$ cat config.mk
export PLATFORM = sky130hd
export DESIGN_NAME = pwmsel_top
export DESIGN_NICKNAME = d
export VERILOG_FILES = /design/src/pkg/pwmsel_pkg.sv /design/src/rtl/pwmsel_pwm_gen.sv /design/src/rtl/pwmsel_top.sv
export VERILOG_INCLUDE_DIRS = /design/src /design/src/pkg
export SDC_FILE = /design/constraint.sdc
export NUM_CORES = 1
export LEC_CHECK = 0
export ABC_CLOCK_PERIOD_IN_PS = 6000
export BUFFER_PORTS_ARGS = -buffer_cell sky130_fd_sc_hd__buf_2
export CORE_ASPECT_RATIO = 0.75
export CORE_MARGIN = 3
export CORE_UTILIZATION = 55
export DETAILED_ROUTE_END_ITERATION = 6
export GPL_TIMING_DRIVEN = 0
export HOLD_SLACK_MARGIN = 0.03
export PLACE_DENSITY = 0.75
export SYNTH_ARGS = -nofsm -noshare
export SYNTH_HDL_FRONTEND = slang
export SYNTH_SLANG_ARGS = --single-unit
$ cat constraint.sdc
create_clock -name i_core_clk -period 6 [get_ports i_core_clk]
set_clock_uncertainty 0.1 [all_clocks]
set_input_delay 0.6 -clock i_core_clk [delete_from_list [all_inputs] [get_ports i_core_clk]]
set_output_delay 0.6 -clock i_core_clk [all_outputs]
set_load 0.005 [all_outputs]
$ cat src/pkg/pwmsel_defs.svh
`ifndef PWMSEL_DEFS_SVH
`define PWMSEL_DEFS_SVH

// ****************************************
// register byte offsets
// ****************************************
`define PWMSEL_OFS_SEL0      8'h00
`define PWMSEL_OFS_SEL1      8'h04
`define PWMSEL_OFS_TIMEOUT   8'h08
`define PWMSEL_OFS_ADDR      8'h0C
`define PWMSEL_OFS_CTRL      8'h10
`define PWMSEL_OFS_STATUS    8'h14

// ****************************************
// reset values and fields
// ****************************************
`define PWMSEL_SEL0_RST      2'h1
`define PWMSEL_SEL1_RST      2'h0
`define PWMSEL_SEL_MAX       2'h2
`define PWMSEL_TIMEOUT_RST   8'hFF
`define PWMSEL_ADDR_RST      16'hFFFF
`define PWMSEL_CTRL_RESTORE  0
`define PWMSEL_DUTY_W        10
`define PWMSEL_DUTY_FULL     10'h3FF

// ****************************************
// timing
// ****************************************
`define PWMSEL_CLK_HZ        100000000
`define PWMSEL_TICK_MS       100
`define PWMSEL_TICK_CYCLES   ((`PWMSEL_CLK_HZ / 1000) * `PWMSEL_TICK_MS)
`define PWMSEL_PERIOD_NS     64
`define PWMSEL_PERIOD_US     64
`define PWMSEL_PERIOD_CYCLES ((`PWMSEL_PERIOD_US * 1000) / 10)

// ****************************************
// axi responses
// ****************************************
`define PWMSEL_RESP_OKAY     2'h0
`define PWMSEL_RESP_SLVERR   2'h2

`endif

$ cat src/pkg/pwmsel_pkg.sv
package pwmsel_pkg;
   typedef enum logic [1:0] {
      PWMSEL_OFF,
      PWMSEL_RSSI,
      PWMSEL_PASS
   } pwmsel_mode_t;
endpackage

$ cat src/rtl/pwmsel_pwm_gen.sv
`timescale 1ns/10ps
`include "pwmsel_defs.svh"

module pwmsel_pwm_gen #(
   parameter int unsigned PERIOD = `PWMSEL_PERIOD_CYCLES,
   parameter int unsigned DW     = `PWMSEL_DUTY_W
) (
   input  wire logic          i_core_clk,
   input  wire logic          i_rst,
   input  wire logic [DW-1:0] i_duty,
   output logic               o_pwm
);
   logic [15:0] cnt;
   logic [15:0] next_cnt;
   logic [DW-1:0] duty_lat;
   logic [DW-1:0] next_duty_lat;
   logic          next_pwm;
   logic [31:0]   hi_cycles;

   always_comb begin
      hi_cycles     = (32'(duty_lat) * PERIOD) >> DW;
      next_cnt      = (cnt == 16'(PERIOD - 1)) ? 16'h0000 : cnt + 16'h0001;
      // duty changes only at period start to avoid runt pulses
      next_duty_lat = (cnt == 16'(PERIOD - 1)) ? i_duty : duty_lat;
      next_pwm      = (duty_lat != '0) && (32'(cnt) < hi_cycles);
   end

   always_ff @(posedge i_core_clk) begin
      if (i_rst) begin
         cnt      <= 16'h0000;
         duty_lat <= '0;
         o_pwm    <= 1'b0;
      end else begin
         cnt      <= next_cnt;
         duty_lat <= next_duty_lat;
         o_pwm    <= next_pwm;
      end
   end
endmodule

$ cat src/rtl/pwmsel_top.sv
// How it works
// - first selector takes 0 off, 1 strength, 2 passed analog; resets to 1
// - second selector uses same codes; resets to 0, disabled
// - matching sender address copies channel a to first, channel b to second
// - one 8-bit timeout in 100 ms units for both outputs, reset 0xFF
// - any matching sender packet starts timer; expiry forces both passed duties to zero
// - each valid sample packet reloads the timer to the full setting
// - restore command returns selectors and timeout to defaults, working copy only
// - strength mode output has 64 us period, high time from last packet strength
// - strength output held low after reset until first radio packet
`timescale 1ns/10ps
`include "pwmsel_defs.svh"

module pwmsel_top
   import pwmsel_pkg::*;
#(
   parameter int unsigned TICK_CYCLES = `PWMSEL_TICK_CYCLES,
   parameter int unsigned DW          = `PWMSEL_DUTY_W
) (
   input  wire logic          i_core_clk,
   input  wire logic          i_rst,
   // axi4-lite slave
   input  wire logic [7:0]    i_awaddr,
   input  wire logic          i_awvalid,
   output logic               o_awready,
   input  wire logic [31:0]   i_wdata,
   input  wire logic [3:0]    i_wstrb,
   input  wire logic          i_wvalid,
   output logic               o_wready,
   output logic [1:0]         o_bresp,
   output logic               o_bvalid,
   input  wire logic          i_bready,
   input  wire logic [7:0]    i_araddr,
   input  wire logic          i_arvalid,
   output logic               o_arready,
   output logic [31:0]        o_rdata,
   output logic [1:0]         o_rresp,
   output logic               o_rvalid,
   input  wire logic          i_rready,
   // received radio packet events, same clock
   input  wire logic          i_rf_rx,
   input  wire logic [DW-1:0] i_rf_strength,
   input  wire logic          i_io_rx,
   input  wire logic [15:0]   i_io_src_addr,
   input  wire logic [DW-1:0] i_remote_analog_channel_a,
   input  wire logic [DW-1:0] i_remote_analog_channel_b,
   output logic               o_first_pulse_output,
   output logic               o_second_pulse_output
);
   // ****************************************
   // register state
   // ****************************************
   pwmsel_mode_t  sel0, next_sel0;
   pwmsel_mode_t  sel1, next_sel1;
   logic [7:0]    tmo, next_tmo;
   logic [15:0]   src_addr, next_src_addr;
   logic          aw_held, next_aw_held;
   logic [7:0]    aw_addr, next_aw_addr;
   logic          w_held, next_w_held;
   logic [31:0]   w_data, next_w_data;
   logic [3:0]    w_strb, next_w_strb;
   logic          bvalid, next_bvalid;
   logic [1:0]    bresp, next_bresp;
   logic          rvalid, next_rvalid;
   logic [31:0]   rdata, next_rdata;
   logic [1:0]    rresp, next_rresp;

   // ****************************************
   // output state
   // ****************************************
   logic [DW-1:0] rssi, next_rssi;
   logic          rssi_seen, next_rssi_seen;
   logic [DW-1:0] pass0, next_pass0;
   logic [DW-1:0] pass1, next_pass1;
   logic [7:0]    tmr, next_tmr;
   logic [31:0]   tick_cnt, next_tick_cnt;
   logic          tick;
   logic [DW-1:0] duty0, duty1;
   logic          do_write, io_match, expired;

   function automatic logic sel_ok(input logic [1:0] code);
      return code <= `PWMSEL_SEL_MAX;
   endfunction

   function automatic logic [DW-1:0] mode_duty(input pwmsel_mode_t m, input logic [DW-1:0] r,
                                               input logic rs, input logic [DW-1:0] p);
      case (m)
         PWMSEL_RSSI: mode_duty = rs ? r : '0;
         PWMSEL_PASS: mode_duty = p;
         default:     mode_duty = '0;
      endcase
   endfunction

   assign o_awready = !aw_held && !bvalid;
   assign o_wready  = !w_held && !bvalid;
   assign o_arready = !rvalid;
   assign o_bvalid  = bvalid;
   assign o_bresp   = bresp;
   assign o_rvalid  = rvalid;
   assign o_rdata   = rdata;
   assign o_rresp   = rresp;

   // ****************************************
   // bus and configuration
   // ****************************************
   always_comb begin
      next_aw_held  = aw_held;
      next_aw_addr  = aw_addr;
      next_w_held   = w_held;
      next_w_data   = w_data;
      next_w_strb   = w_strb;
      next_bvalid   = bvalid;
      next_bresp    = bresp;
      next_rvalid   = rvalid;
      next_rdata    = rdata;
      next_rresp    = rresp;
      next_sel0     = sel0;
      next_sel1     = sel1;
      next_tmo      = tmo;
      next_src_addr = src_addr;
      if (i_awvalid && o_awready) begin
         next_aw_held = 1'b1;
         next_aw_addr = i_awaddr;
      end
      if (i_wvalid && o_wready) begin
         next_w_held = 1'b1;
         next_w_data = i_wdata;
         next_w_strb = i_wstrb;
      end
      do_write = aw_held && w_held;
      if (do_write) begin
         next_aw_held = 1'b0;
         next_w_held  = 1'b0;
         next_bvalid  = 1'b1;
         next_bresp   = `PWMSEL_RESP_OKAY;
         case (aw_addr)
            `PWMSEL_OFS_SEL0: begin
               if (w_strb[0] && sel_ok(w_data[1:0]) && w_data[7:2] == 6'h00)
                  next_sel0 = pwmsel_mode_t'(w_data[1:0]);
            end
            `PWMSEL_OFS_SEL1: begin
               if (w_strb[0] && sel_ok(w_data[1:0]) && w_data[7:2] == 6'h00)
                  next_sel1 = pwmsel_mode_t'(w_data[1:0]);
            end
            `PWMSEL_OFS_TIMEOUT: begin
               if (w_strb[0])
                  next_tmo = w_data[7:0];
            end
            `PWMSEL_OFS_ADDR: begin
               if (w_strb[0])
                  next_src_addr[7:0] = w_data[7:0];
               if (w_strb[1])
                  next_src_addr[15:8] = w_data[15:8];
            end
            `PWMSEL_OFS_CTRL: begin
               if (w_strb[0] && w_data[`PWMSEL_CTRL_RESTORE]) begin
                  next_sel0 = pwmsel_mode_t'(`PWMSEL_SEL0_RST);
                  next_sel1 = pwmsel_mode_t'(`PWMSEL_SEL1_RST);
                  next_tmo  = `PWMSEL_TIMEOUT_RST;
               end
            end
            `PWMSEL_OFS_STATUS: ;
            default: next_bresp = `PWMSEL_RESP_SLVERR;
         endcase
      end
      if (bvalid && i_bready)
         next_bvalid = 1'b0;
      if (i_arvalid && o_arready) begin
         next_rvalid = 1'b1;
         next_rresp  = `PWMSEL_RESP_OKAY;
         case (i_araddr)
            `PWMSEL_OFS_SEL0:    next_rdata = {30'h0000_0000, sel0};
            `PWMSEL_OFS_SEL1:    next_rdata = {30'h0000_0000, sel1};
            `PWMSEL_OFS_TIMEOUT: next_rdata = {24'h00_0000, tmo};
            `PWMSEL_OFS_ADDR:    next_rdata = {16'h0000, src_addr};
            `PWMSEL_OFS_CTRL:    next_rdata = 32'h0000_0000;
            `PWMSEL_OFS_STATUS:  next_rdata = {15'h0000, rssi_seen, tmr, 8'h00};
            default: begin
               next_rdata = 32'h0000_0000;
               next_rresp = `PWMSEL_RESP_SLVERR;
            end
         endcase
      end else if (rvalid && i_rready) begin
         next_rvalid = 1'b0;
      end
   end

   always_ff @(posedge i_core_clk) begin
      if (i_rst) begin
         aw_held  <= 1'b0;
         aw_addr  <= 8'h00;
         w_held   <= 1'b0;
         w_data   <= 32'h0000_0000;
         w_strb   <= 4'h0;
         bvalid   <= 1'b0;
         bresp    <= `PWMSEL_RESP_OKAY;
         rvalid   <= 1'b0;
         rdata    <= 32'h0000_0000;
         rresp    <= `PWMSEL_RESP_OKAY;
         sel0     <= pwmsel_mode_t'(`PWMSEL_SEL0_RST);
         sel1     <= pwmsel_mode_t'(`PWMSEL_SEL1_RST);
         tmo      <= `PWMSEL_TIMEOUT_RST;
         src_addr <= `PWMSEL_ADDR_RST;
      end else begin
         aw_held  <= next_aw_held;
         aw_addr  <= next_aw_addr;
         w_held   <= next_w_held;
         w_data   <= next_w_data;
         w_strb   <= next_w_strb;
         bvalid   <= next_bvalid;
         bresp    <= next_bresp;
         rvalid   <= next_rvalid;
         rdata    <= next_rdata;
         rresp    <= next_rresp;
         sel0     <= next_sel0;
         sel1     <= next_sel1;
         tmo      <= next_tmo;
         src_addr <= next_src_addr;
      end
   end

   // ****************************************
   // 100 ms tick, strength capture, passing and timeout
   // ****************************************
   always_comb begin
      tick          = (tick_cnt == TICK_CYCLES - 1);
      next_tick_cnt = tick ? 32'h0000_0000 : tick_cnt + 32'h0000_0001;
      io_match      = i_io_rx && (i_io_src_addr == src_addr);
      expired       = (tmr == 8'h00);
      next_rssi      = rssi;
      next_rssi_seen = rssi_seen;
      if (i_rf_rx) begin
         next_rssi      = i_rf_strength;
         next_rssi_seen = 1'b1;
      end
      next_pass0 = pass0;
      next_pass1 = pass1;
      next_tmr   = tmr;
      if (io_match) begin
         next_pass0 = i_remote_analog_channel_a;
         next_pass1 = i_remote_analog_channel_b;
         next_tmr   = tmo;
      end else if (tick && !expired) begin
         next_tmr = tmr - 8'h01;
      end else if (expired) begin
         next_pass0 = '0;
         next_pass1 = '0;
      end
      duty0 = mode_duty(sel0, rssi, rssi_seen, pass0);
      duty1 = mode_duty(sel1, rssi, rssi_seen, pass1);
   end

   always_ff @(posedge i_core_clk) begin
      if (i_rst) begin
         tick_cnt  <= 32'h0000_0000;
         rssi      <= '0;
         rssi_seen <= 1'b0;
         pass0     <= '0;
         pass1     <= '0;
         tmr       <= 8'h00;
      end else begin
         tick_cnt  <= next_tick_cnt;
         rssi      <= next_rssi;
         rssi_seen <= next_rssi_seen;
         pass0     <= next_pass0;
         pass1     <= next_pass1;
         tmr       <= next_tmr;
      end
   end

   // ****************************************
   // pulse generators, 64 us period
   // ****************************************
   pwmsel_pwm_gen #(.DW(DW)) u_gen0 (
      .i_core_clk (i_core_clk),
      .i_rst      (i_rst),
      .i_duty     (duty0),
      .o_pwm      (o_first_pulse_output)
   );

   pwmsel_pwm_gen #(.DW(DW)) u_gen1 (
      .i_core_clk (i_core_clk),
      .i_rst      (i_rst),
      .i_duty     (duty1),
      .o_pwm      (o_second_pulse_output)
   );
endmodule

* Word level (Yosys, flattened, before mapping)
Cells that the tools add are included.
Widths: inputs -> output; s select.
** Storage, ports and cells
- Bits in registers :: 219
- Output and inout port bits :: 43
- Input bits :: 107
** Cells by class
- Add/sub/neg operators :: 4
- $mul :: 2
- Eq/ne operators :: 23
- Reductions and logical operators :: 45
- Order comparisons :: 3
- Multiplexer cells :: 22
** Operators with widths (number)
- $pmux 17 s5 :: 1
- $mux 10 :: 5
- $pmux 10 s2 :: 2
- $add 16x1->16 const B :: 2
- $add 32x1->32 const B :: 1
- $eq 16x13->1 const B :: 2
- $eq 32x24->1 const B :: 1
- $eq 8x4->1 const B :: 4
- $eq 8x5->1 const B :: 4
- $lt 16x13->1 :: 2
- $mux 8 :: 4
- $mul 10x5->15 const B :: 2
- $logic_not 8->1 :: 3
- $reduce_bool 10->1 :: 2
- $eq 16x16->1 :: 1
- $eq 8x3->1 const B :: 2
- $pmux 8 s2 :: 1
- $logic_and 1x1->1 :: 15
- $reduce_and 4->1 :: 3
- $reduce_bool 2->1 :: 6
- $reduce_or 6->1 :: 2
- $mux 2 :: 5
- $ne 2x2->1 const B :: 5
- $reduce_or 2->1 :: 5
- 10 further kinds :: 19

* Depth between registers and ports, before layout
Gate-level depths: netlist (run 1).
- Word-level depth :: 5
- Gate-level depth with buffers :: 19

* Hierarchy
Synthesis (run 1) repeated with hierarchy kept, for this count alone.
** Second synthesis, totals
- Cell total of the unflattened synthesis :: 1294
- Area total of the unflattened synthesis :: 11222.0 um^2
** By module, submodules not included
- pwmsel_top :: area an instance 6630.1 um^2, cells an instance 788, instances 1, seq. area each 2962.8 um^2
- pwmsel_pwm_gen :: area an instance 2296.0 um^2, cells an instance 253, instances 2, seq. area each 540.5 um^2

* Least setup slack after synthesis (run 1)
OpenSTA, ideal clock, no wires.
- Path type :: register to register
- Start :: register u_gen1.duty_lat[2]
- End :: register u_gen1.o_pwm
- Arrival time :: 3.921 ns
- Path buffers :: 0
- Stages on the path, launching flop included :: 18
- Required time :: 5.830 ns
- Library setup time :: 0.070 ns
- Path slack :: 1.909 ns
- Cell sequence :: dfxtp_1 > inv_1 > ha_1 > ha_1 > fa_1 > ha_1 > a21oi_1 > nor2b_1 > o31a_1 > or4_1 > a2111o_1 > o211ai_1 > ha_1 > a211oi_1 > nand2_1 > a31oi_1 > o21ai_0 > a21oi_1
** On the way
- Word-level cells in the longest chain between the ends :: 3
** RTL lines
- start: declaration :: line pwmsel_pwm_gen.sv:15 : logic [DW-1:0] duty_lat;
- start signal: assignment :: line pwmsel_pwm_gen.sv:35 : duty_lat <= next_duty_lat;
- $mul 10x5->15 :: line pwmsel_pwm_gen.sv:21 : hi_cycles = (32'(duty_lat) * PERIOD) >> DW;
- $lt 16x13->1 :: line pwmsel_pwm_gen.sv:25 : next_pwm = (duty_lat != '0) && (32'(cnt) < hi_cycles);
- $logic_and 1x1->1 * :: line pwmsel_pwm_gen.sv:25
- end signal: assignment :: line pwmsel_pwm_gen.sv:36 : o_pwm <= next_pwm;
- end: declaration :: line pwmsel_pwm_gen.sv:11 : output logic o_pwm
Every way passes the cells marked *; elsewhere a longest branch is shown, timed or not.
A chain may end at the register's enable or synchronous reset.

* Final worst setup path (run 1)
- Start :: register u_gen0.duty_lat[2]
- End :: register u_gen0.o_pwm
** On the way
- Word-level cells in the longest chain between the ends :: 3
** RTL lines (line)
- start: declaration :: pwmsel_pwm_gen.sv:15
- start signal: assignment :: pwmsel_pwm_gen.sv:35
- $mul 10x5->15 :: pwmsel_pwm_gen.sv:21
- $lt 16x13->1 :: pwmsel_pwm_gen.sv:25
- $logic_and 1x1->1 * :: pwmsel_pwm_gen.sv:25
- end signal: assignment :: pwmsel_pwm_gen.sv:36
- end: declaration :: pwmsel_pwm_gen.sv:11
Marks and branches as above.

==> results of run 1 <==
-- cell usage after synthesis (11+ instances only) --
cell type	count	share of area
sky130_fd_sc_hd__a211oi_1	12	0.0082
sky130_fd_sc_hd__a21oi_1	79	0.036
sky130_fd_sc_hd__a22o_1	14	0.011
sky130_fd_sc_hd__a22oi_1	35	0.024
sky130_fd_sc_hd__and2_1	11	0.0062
sky130_fd_sc_hd__and3_1	22	0.012
sky130_fd_sc_hd__buf_1	11	0.0037
sky130_fd_sc_hd__buf_4	19	0.013
sky130_fd_sc_hd__clkbuf_1	29	0.0099
sky130_fd_sc_hd__dfxtp_1	202	0.37
sky130_fd_sc_hd__ha_1	112	0.13
sky130_fd_sc_hd__inv_1	66	0.022
sky130_fd_sc_hd__mux2i_1	28	0.025
sky130_fd_sc_hd__nand2_1	130	0.044
sky130_fd_sc_hd__nand3_1	60	0.027
sky130_fd_sc_hd__nand4_1	16	0.0091
sky130_fd_sc_hd__nor2_1	137	0.047
sky130_fd_sc_hd__nor3_1	24	0.011
sky130_fd_sc_hd__nor4_1	14	0.0079
sky130_fd_sc_hd__o21ai_0	16	0.0073
sky130_fd_sc_hd__o22ai_1	20	0.011
sky130_fd_sc_hd__xnor2_1	34	0.027
sky130_fd_sc_hd__xor2_1	62	0.049
-- registers in the layout, summed over array words and instances (netlist names), 8 cells and up --
signal and count:
tick_cnt 32, aw_addr 8, rssi 10, pass1 10
o_rdata 17, u_gen1.duty_lat 10, src_addr 16, w_data 16
u_gen0.cnt 16, tmr 8, u_gen0.duty_lat 10, tmo 8
pass0 10, u_gen1.cnt 16
-- per-stage QoR --
stage / setup WS, ns / hold slack (ns) / instance area (sq um) / instances / power, mW
3_5_place_dp: 1.25 / 0.347 / 12000 / 1645 / 1.60
3_3_place_gp: 1.23 / 0.344 / 12000 / 1645 / 1.59
5_1_grt: 0.813 / 0.174 / 12600 / 1679 / 2.89
4_1_cts: 1.19 / 0.165 / 12600 / 1679 / 2.81
2_1_floorplan: 1.91 / 0.325 / 11100 / 1279 / 1.52
6_report: 1.22 / 0.175 / 12600 / 1679 / 2.80
-- cells by family (layout without fill, tap and decap cells) --
| family | Yosys count | count (layout) | share of synthesized area |
|---|---|---|---|
| compound gates | 212 | 212 | 0.124 |
| flops | 202 | 202 | 0.367 |
| simple gates | 464 | 464 | 0.206 |
| buf+inv | 137 | 284 | 0.0549 |
| mux | 29 | 29 | 0.0264 |
| fa+ha+maj | 122 | 122 | 0.145 |
| other cells | 1 | 17 | 0.000340 |
| xor+xnor | 96 | 96 | 0.0762 |
-- worst paths after layout --
check                                        start           end  slack, ns  depth (start not counted)
worst max-delay path            u_gen0.duty_lat[2]  u_gen0.o_pwm       1.22                         17
worst min-delay path                      i_rready      o_rvalid       0.18                          2
worst max register to register  u_gen0.duty_lat[2]  u_gen0.o_pwm       1.22                         17
worst min register to register          w_data[10]    w_data[10]       0.36                          2
-- layer usage --
layer,wire [microns],part of all wire,vias up
met1,12700,0.48,4253
met2,11400,0.43,235
met4,671,0.025,4
met5,17,0.00064,-
met3,1700,0.064,59
li1,-,-,4669
-- where the power goes --
part | leakage (nW) | total, mW | switching (mW) | internal (mW)
clock | 0.319 | 1.23 | 0.517 | 0.708
combinational | 3.49 | 0.179 | 0.103 | 0.0753
sequential | 1.64 | 1.39 | 0.0248 | 1.37
-- layout make-up --
type | count | share of cell area
inverters | 67 | 0.0199
clock buffers | 26 | 0.0448
plain buffers | 70 | 0.0281
clock inverters | 8 | 0.00576
flip-flops and latches | 202 | 0.321
well taps | 253 | 0.0251
multi-input cells | 940 | 0.511
repair buffers | 113 | 0.0449
-- critical path, stage by stage (launching register included) --
cell and delay (ns):
sky130_fd_sc_hd__dfxtp_1 0.40, sky130_fd_sc_hd__inv_1 0.08, sky130_fd_sc_hd__ha_1 0.30, sky130_fd_sc_hd__ha_1 0.31, sky130_fd_sc_hd__fa_1 0.47, sky130_fd_sc_hd__ha_1 0.35
sky130_fd_sc_hd__a21oi_1 0.21, sky130_fd_sc_hd__o21ai_0 0.14, sky130_fd_sc_hd__a2111oi_0 0.54, sky130_fd_sc_hd__o31ai_1 0.15, sky130_fd_sc_hd__a21oi_1 0.19, sky130_fd_sc_hd__xor2_1 0.22
sky130_fd_sc_hd__ha_1 0.29, sky130_fd_sc_hd__nand3_1 0.11, sky130_fd_sc_hd__nor2_1 0.05, sky130_fd_sc_hd__a31oi_1 0.14, sky130_fd_sc_hd__o31ai_1 0.09, sky130_fd_sc_hd__a2111oi_0 0.47
==> run summary, run 1 <==
The post-synthesis instance total came out at approximately 1300. The congestion estimate from routability-driven global placement came to 0.868. The worst vdd rail ir drop is 0.000179 V.

Each instance of the synthesized netlist takes up on average 8.73 sq um. The fraction of layout cells with a size suffix above 1 is 0.137. The met3 global-route usage is 0.0458. The setup-violating endpoint count in the final report came out at 0.

The area taken by flip-flops and latches came out at ~4000 sq um. The number of post-CTS setup repair buffers is 0. The number of buffers between clock root and the deepest sink is 3.

The floorplan die width is approximately 170 microns. Once layout is complete, the utilization of the core stands at 0.645. After detailed routing, the average wire length per cell comes to 15.8 microns.

The cell chosen for the clock root is sky130_fd_sc_hd__clkbuf_16. In this run the number of H-tree levels came out at 1. The most used flip-flop cell after synthesis is sky130_fd_sc_hd__dfxtp_1. The top fanout value on the critical path is 4. The normalized max-slew margin came out at 0.457. The count of hold-fix buffers inserted at cts is 0. The number of antenna violations at the first check in global routing came out at 2. The share of the cycle needed by the critical path after routing came out at 0.796.

The flow ran to the end, and the final reports show no timing, DRC or antenna violations. The number of fill cells in the layout came out at 1709. The row count is 44. The global-route met1 utilization is 0.344. The type of destination of the critical path is a flop.

The leakage power figure came out at ~5.4 nW. The initial core utilization came out at 0.564. 150 I/O pins were placed. Summing all multi-input logic gate instances after layout gives 6440 sq um. The number of port buffers came out at 113. The placed wire-length estimate came out at slightly above 20000 microns. The vertical extent of the die came out at 129 microns. The hold violation count in the final report is 0. The startpoint type of the worst setup path is a flop. The standard cell core area came out at 19500 sq um. The number of antenna diodes in the final layout is 0. The floorplan step defined a die boundary enclosing 21800 sq um. The final layout net count is 1644.

The worst path in the final design needs a cycle of 4.78 ns, including I/O delays and setup. Yosys printed 0 warnings. The tightest min-delay check is of the input port to flop type.

Leaving out fill and tap cells, the most frequent cells in the layout are sky130_fd_sc_hd__dfxtp_1 (202), sky130_fd_sc_hd__nor2_1 (137), sky130_fd_sc_hd__nand2_1 (130). Data on the critical path is required at its endpoint by 6.23 ns. For met2 alone, demand over resource in global routing was 0.377. The remaining global-route overflow is 0. Of the synthesized area, sequential elements account for 0.367.

Max-cap violations in this run came to 0. Leaving out fill and tap cells, the most frequent cell in the layout is sky130_fd_sc_hd__dfxtp_1. The timing-limited maximum frequency came out at 0.209 GHz. Compared with the post-synthesis result, the final layout area differs by 14.3%. The power density of the placed cells came out at 222 nW/um^2. The worst setup path is of the flop to flop kind. In this run, synthesis produced a sequential element count of 202.

The DRC marker count from the first detailed-route iteration is 568. The layer flagged by global routing as most heavily used is met2. The number of pins exceeding their max-slew limit in the final report came to 0. Across every metal layer, demand over resource in global routing totals 0.240.

The number of synthesized flops with an enable pin came out at 0. The clock input transition at the sequential cells of the worst setup and hold paths is 0.06 ns. The ratio of routed vias to standard cells is ~5.5. The sink count of the clock tree came out at 202. Setup repair after global routing left no endpoint under its margin. The total DRC errors in the routed layout is 0. The detailed-routing iteration count for the pre-antenna-repair pass came out at 5. The setup TNS after final layout came out at 0 ns. The routed wire length is 26500 microns. The maximum number of pins on one net before global-route repair is 14.

The total CTS buffers is 21. Once the clock tree was built, the resizer swapped 0 gates to a different size. The number of nets still failing antenna checks after routing is 0. TritonCTS built the clock tree. The number of global-route vias before repair came out at between 8000 and 9000.

The data arrival time of the critical path is 5.01 ns. The wire length of the first global-routing pass is 43300 microns. Clock latency on the worst-skew pair, taken at its later pin, is 0.50 ns. The total standard cell area after synthesis is 11000 sq um. The overall via count from detail_route came out at 9220. The slew at the pin closest to its max-slew limit is 0.807 ns. Synthesis instantiated 64 different standard cells from the library. The fraction of synthesis flops using an asynchronous set or reset pin is 0.
(Power assumes the default switching activity.)
==> run 2: changes to the inputs <==
Settings changed: ABC_CLOCK_PERIOD_IN_PS 6000 to 4250, CORE_UTILIZATION 55 to 53.
Clock period 6 ns to 4.25 ns, I/O delays scaled along.
==> run 2 against run 1 <==
The run now ends with setup timing left. Die area grew 3.6%. Maximum frequency grew 9.8%. Clock-buffer cell count grew 2. Critical path depth is the same. Cell count grew 2.9%. Sequential share of layout area shrank 1.3 points. Global-route usage grew 0.51 points. Combinational power grew 44%. Clock power grew 64%. Sequential power grew 41%. Critical path type unchanged. Critical endpoint is now u_gen1.o_pwm. Largest power group is now clock.
==> run summary, run 2 (synthesis gave the netlist of run 1 again) <==
The DRC marker count from the first detailed-route iteration came out at 815. After layout, the design draws a total of 4.23 mW. For the worst flop-to-flop path, the logic depth is 17. The routed design uses 12000 microns of met2 wire. Entering global routing, the biggest net connects 15 pins. Setup slack on the worst reg-to-reg path comes out at -0.1 ns. STA puts the critical path data arrival time at 4.68 ns. The number of nets still failing antenna checks after routing is 0. No sink is reached through more buffers than the 3 on the longest clock path. The endpoint required time on the critical path came out at 4.58 ns. Setup violations remaining at the end of the flow were counted as 1. Leaving out fill and tap cells, the most frequent cells in the layout are sky130_fd_sc_hd__dfxtp_1 (189), sky130_fd_sc_hd__nor2_1 (135), sky130_fd_sc_hd__nand2_1 (130).

The final layout net count is between 1500 and 2000. The clock network latency to the later pin of the worst-skew pair is 0.50 ns. The ratio of routed vias to standard cells came out at around 5.6. The capture instance of the worst register-to-register path is u_gen1.o_pwm. The number of antenna violations at the first check in global routing was 0. The startpoint type of the worst setup path is a flop. The total DRC errors in the routed layout is 0.

The internal portion of total power came out at 3.28 mW. The placement-stage worst setup slack came out at -0.548 ns. The number of H-tree levels is 1.

During placement, the flow inserted port buffers numbering ~110. The register with the highest flop count is tick_cnt. STA classifies the critical path endpoint as a flop. The checks that failed: setup timing. The root buffer cell chosen for the clock tree is sky130_fd_sc_hd__clkbuf_16. In the finished design, the share of the clock period the worst path needs comes to 1.02. The hold violation count in the final report came out at 0. The TritonCTS clock tree is done. The launch point of the worst reg-to-reg path is u_gen1.duty_lat[3].

The global router's overall resource usage is 0.245. The timing-limited maximum frequency is around 0.23 GHz. The most common cell after layout, fill and taps aside is sky130_fd_sc_hd__dfxtp_1. The number of flip-flops in the largest register came out at 32. Measured against its own limit, the worst slew margin works out to 0.249. Summed over all layers, the routed wires come to ~29000 microns.

For the pin with the worst max-slew slack, the measured transition is roughly 1.1 ns. The number of global-route vias before repair is just under 9000. The floorplan die width came out at 173 microns. The flow ran to the end, but the final reports show violations. The row count came out at 45.

The detailed-routed wire length on met3 came out at approximately 2200 microns. The critical path goes through inv_2 > ha_4 > ha_4 > fa_1 > ha_4 > a21oi_4 > nor2b_2 > o31a_1 > or4_4 > a2111o_1 > o211ai_1 > ha_1 > a211oi_2 > nand2_1 > a31oi_1 > o21ai_1 > a21oi_2. The top fanout value on the critical path came out at 4. The most numerous cell type found on the critical path is sky130_fd_sc_hd__ha_4. The area of the die came out at 22600 sq um. The vertical extent of the die is between 100 and 150 microns. The floorplan step defined a core boundary enclosing between 20000 and 25000 sq um.

The relative contribution of the clock network to total power came out at 0.476. The area added between synthesis and finish is 20.1%. The wire length of the first global-routing pass came out at 45400 microns. Setup repair after global routing could not meet its margin everywhere. The total CTS buffers is 21. In the final routed layout, each cell accounts on average for ~17 microns. For hold timing, the worst endpoint is w_data[1]. The utilization after layout came out at 0.652. The remaining global-route overflow is 0. The highest metal layer with signal wires is met4. The maximum single-stage delay on the critical path came out at 0.54 ns.

The final weighted congestion of routability-driven global placement is 0.872. The placed wire-length estimate came out at 21100 microns. The initial utilization of the core area, before any placement, comes to 0.543. The fraction of layout cells with a size suffix above 1 is 0.189. The power density of the placed cells came out at 320 nW/um^2. The switching power is approximately 950 uW. The number of pins exceeding their max-slew limit in the final report is 0. The routed layout has 9595 vias.

The first detailed-routing pass ran for 7 iterations. The share of total power dissipated in sequential elements is 0.463. Subtracting the final worst setup slack from the clock period gives between 4 and 5 ns. The routed metal-1 wirelength is about 14000 microns. The critical path class is flop to flop. The net switching share of the total power is 0.225. The leakage power figure is 5.58 nW. The number of antenna cells inserted is 0.

The cell with the largest stage delay on the worst path is sky130_fd_sc_hd__fa_1. The clock input transition at the sequential cells of the worst setup and hold paths is roughly 0.07 ns. The worst hold path belongs to the class input port to flop. The hold-critical path depth came out at 3. The startpoint identified for the worst hold timing path is i_wdata[1]. The worst vdd rail ir drop came out at between 0.00015 and 0.0002 V. 150 I/O pins were placed. The worst setup slack after layout came out at -0.0994 ns. The clock net in this run drives a total of 202 sinks. Of the total power, combinational logic draws 0.061. The number of maximum-capacitance constraint violations is 0.
## run 2: cell count changes in the layout (fill, tap and decap cells not counted), moves of 4 or more
cell                       before  now
sky130_fd_sc_hd__ha_1         112   96
sky130_fd_sc_hd__dfxtp_2        0    6
sky130_fd_sc_hd__ha_4           0   16
sky130_fd_sc_hd__inv_1         66   52
sky130_fd_sc_hd__clkbuf_8       2    6
sky130_fd_sc_hd__dfxtp_1      202  189
sky130_fd_sc_hd__inv_2          0   12
sky130_fd_sc_hd__buf_4         19   35
sky130_fd_sc_hd__dfxtp_4        0    7
## run 2: cell type report
class	count	area, sq um
fill	1703	7080
clock inverter	8	146
inverter	67	256
buffer	70	354
multi-input combinational	940	6740
timing repair buffer	131	707
tap	282	353
clock buffer	28	612
sequential	202	4080
## run 2: what timing repair did
| item | 4_1_cts | 5_1_grt |
|---|---|---|
| setup buffers | 8 | 9 |
| gates resized for setup | 53 | 24 |
| setup endpoints to repair | 2 | 2 |
| hold buffers | 1 | 0 |
| pin swaps | 21 | 21 |
| endpoints found under the hold margin | 1 | 0 |
## run 2: critical path: cells and delay by family, from the launching register on
kind / cells / cell delay, ns
flip-flops: 1 / 0.40
AND/OR/NAND/NOR: 3 / 0.60
adder cells (fa/ha/maj): 5 / 1.52
buffers and inverters: 1 / 0.07
AO/OA/AOI/OAI: 8 / 1.60
## run 2: routing by layer
metal / global-route usage / vias up
met3: 0.0318 / 53
li1: - / 4708
met2: 0.374 / 414
met1: 0.370 / 4420
met5: 0 / -
met4: 0.0596 / 0
## run 2: stage by stage
| stage | area, sq um | TNS (ns) | hold WS [ns] | cells |
|---|---|---|---|---|
| 6_report | 13200 | -0.0994 | 0.0598 | 1728 |
| 5_1_grt | 13200 | -0.351 | 0.0569 | 1728 |
| 4_1_cts | 13100 | -0.0394 | 0.0526 | 1719 |
| 3_5_place_dp | 12000 | -0.956 | 0.353 | 1674 |
| 3_3_place_gp | 12000 | -0.908 | 0.341 | 1674 |
| 2_1_floorplan | 11100 | 0 | 0.325 | 1279 |
## run 2: power by group through the flow
stage / Combinational, mW / Sequential, mW / Clock, mW
final: 0.258 / 1.96 / 2.02
after global routing: 0.285 / 1.96 / 2.12
after CTS: 0.253 / 1.96 / 2.03
after detailed placement: 0.251 / 2.01 / 0
after global placement: 0.246 / 2.00 / 0
after floorplan: 0.154 / 1.99 / 0
## run 2: worst max-delay path by stage
stage               slack (ns)           end          startpoint  cells past startpoint
CTS                      -0.04  u_gen0.o_pwm  u_gen0.duty_lat[3]                     18
floorplan                 0.16  u_gen1.o_pwm  u_gen1.duty_lat[2]                     17
finish                    -0.1  u_gen1.o_pwm  u_gen1.duty_lat[3]                     17
global route             -0.29  u_gen1.o_pwm  u_gen1.duty_lat[4]                     18
global placement         -0.55  u_gen0.o_pwm  u_gen0.duty_lat[2]                     17
detailed placement       -0.55  u_gen0.o_pwm  u_gen0.duty_lat[2]                     17
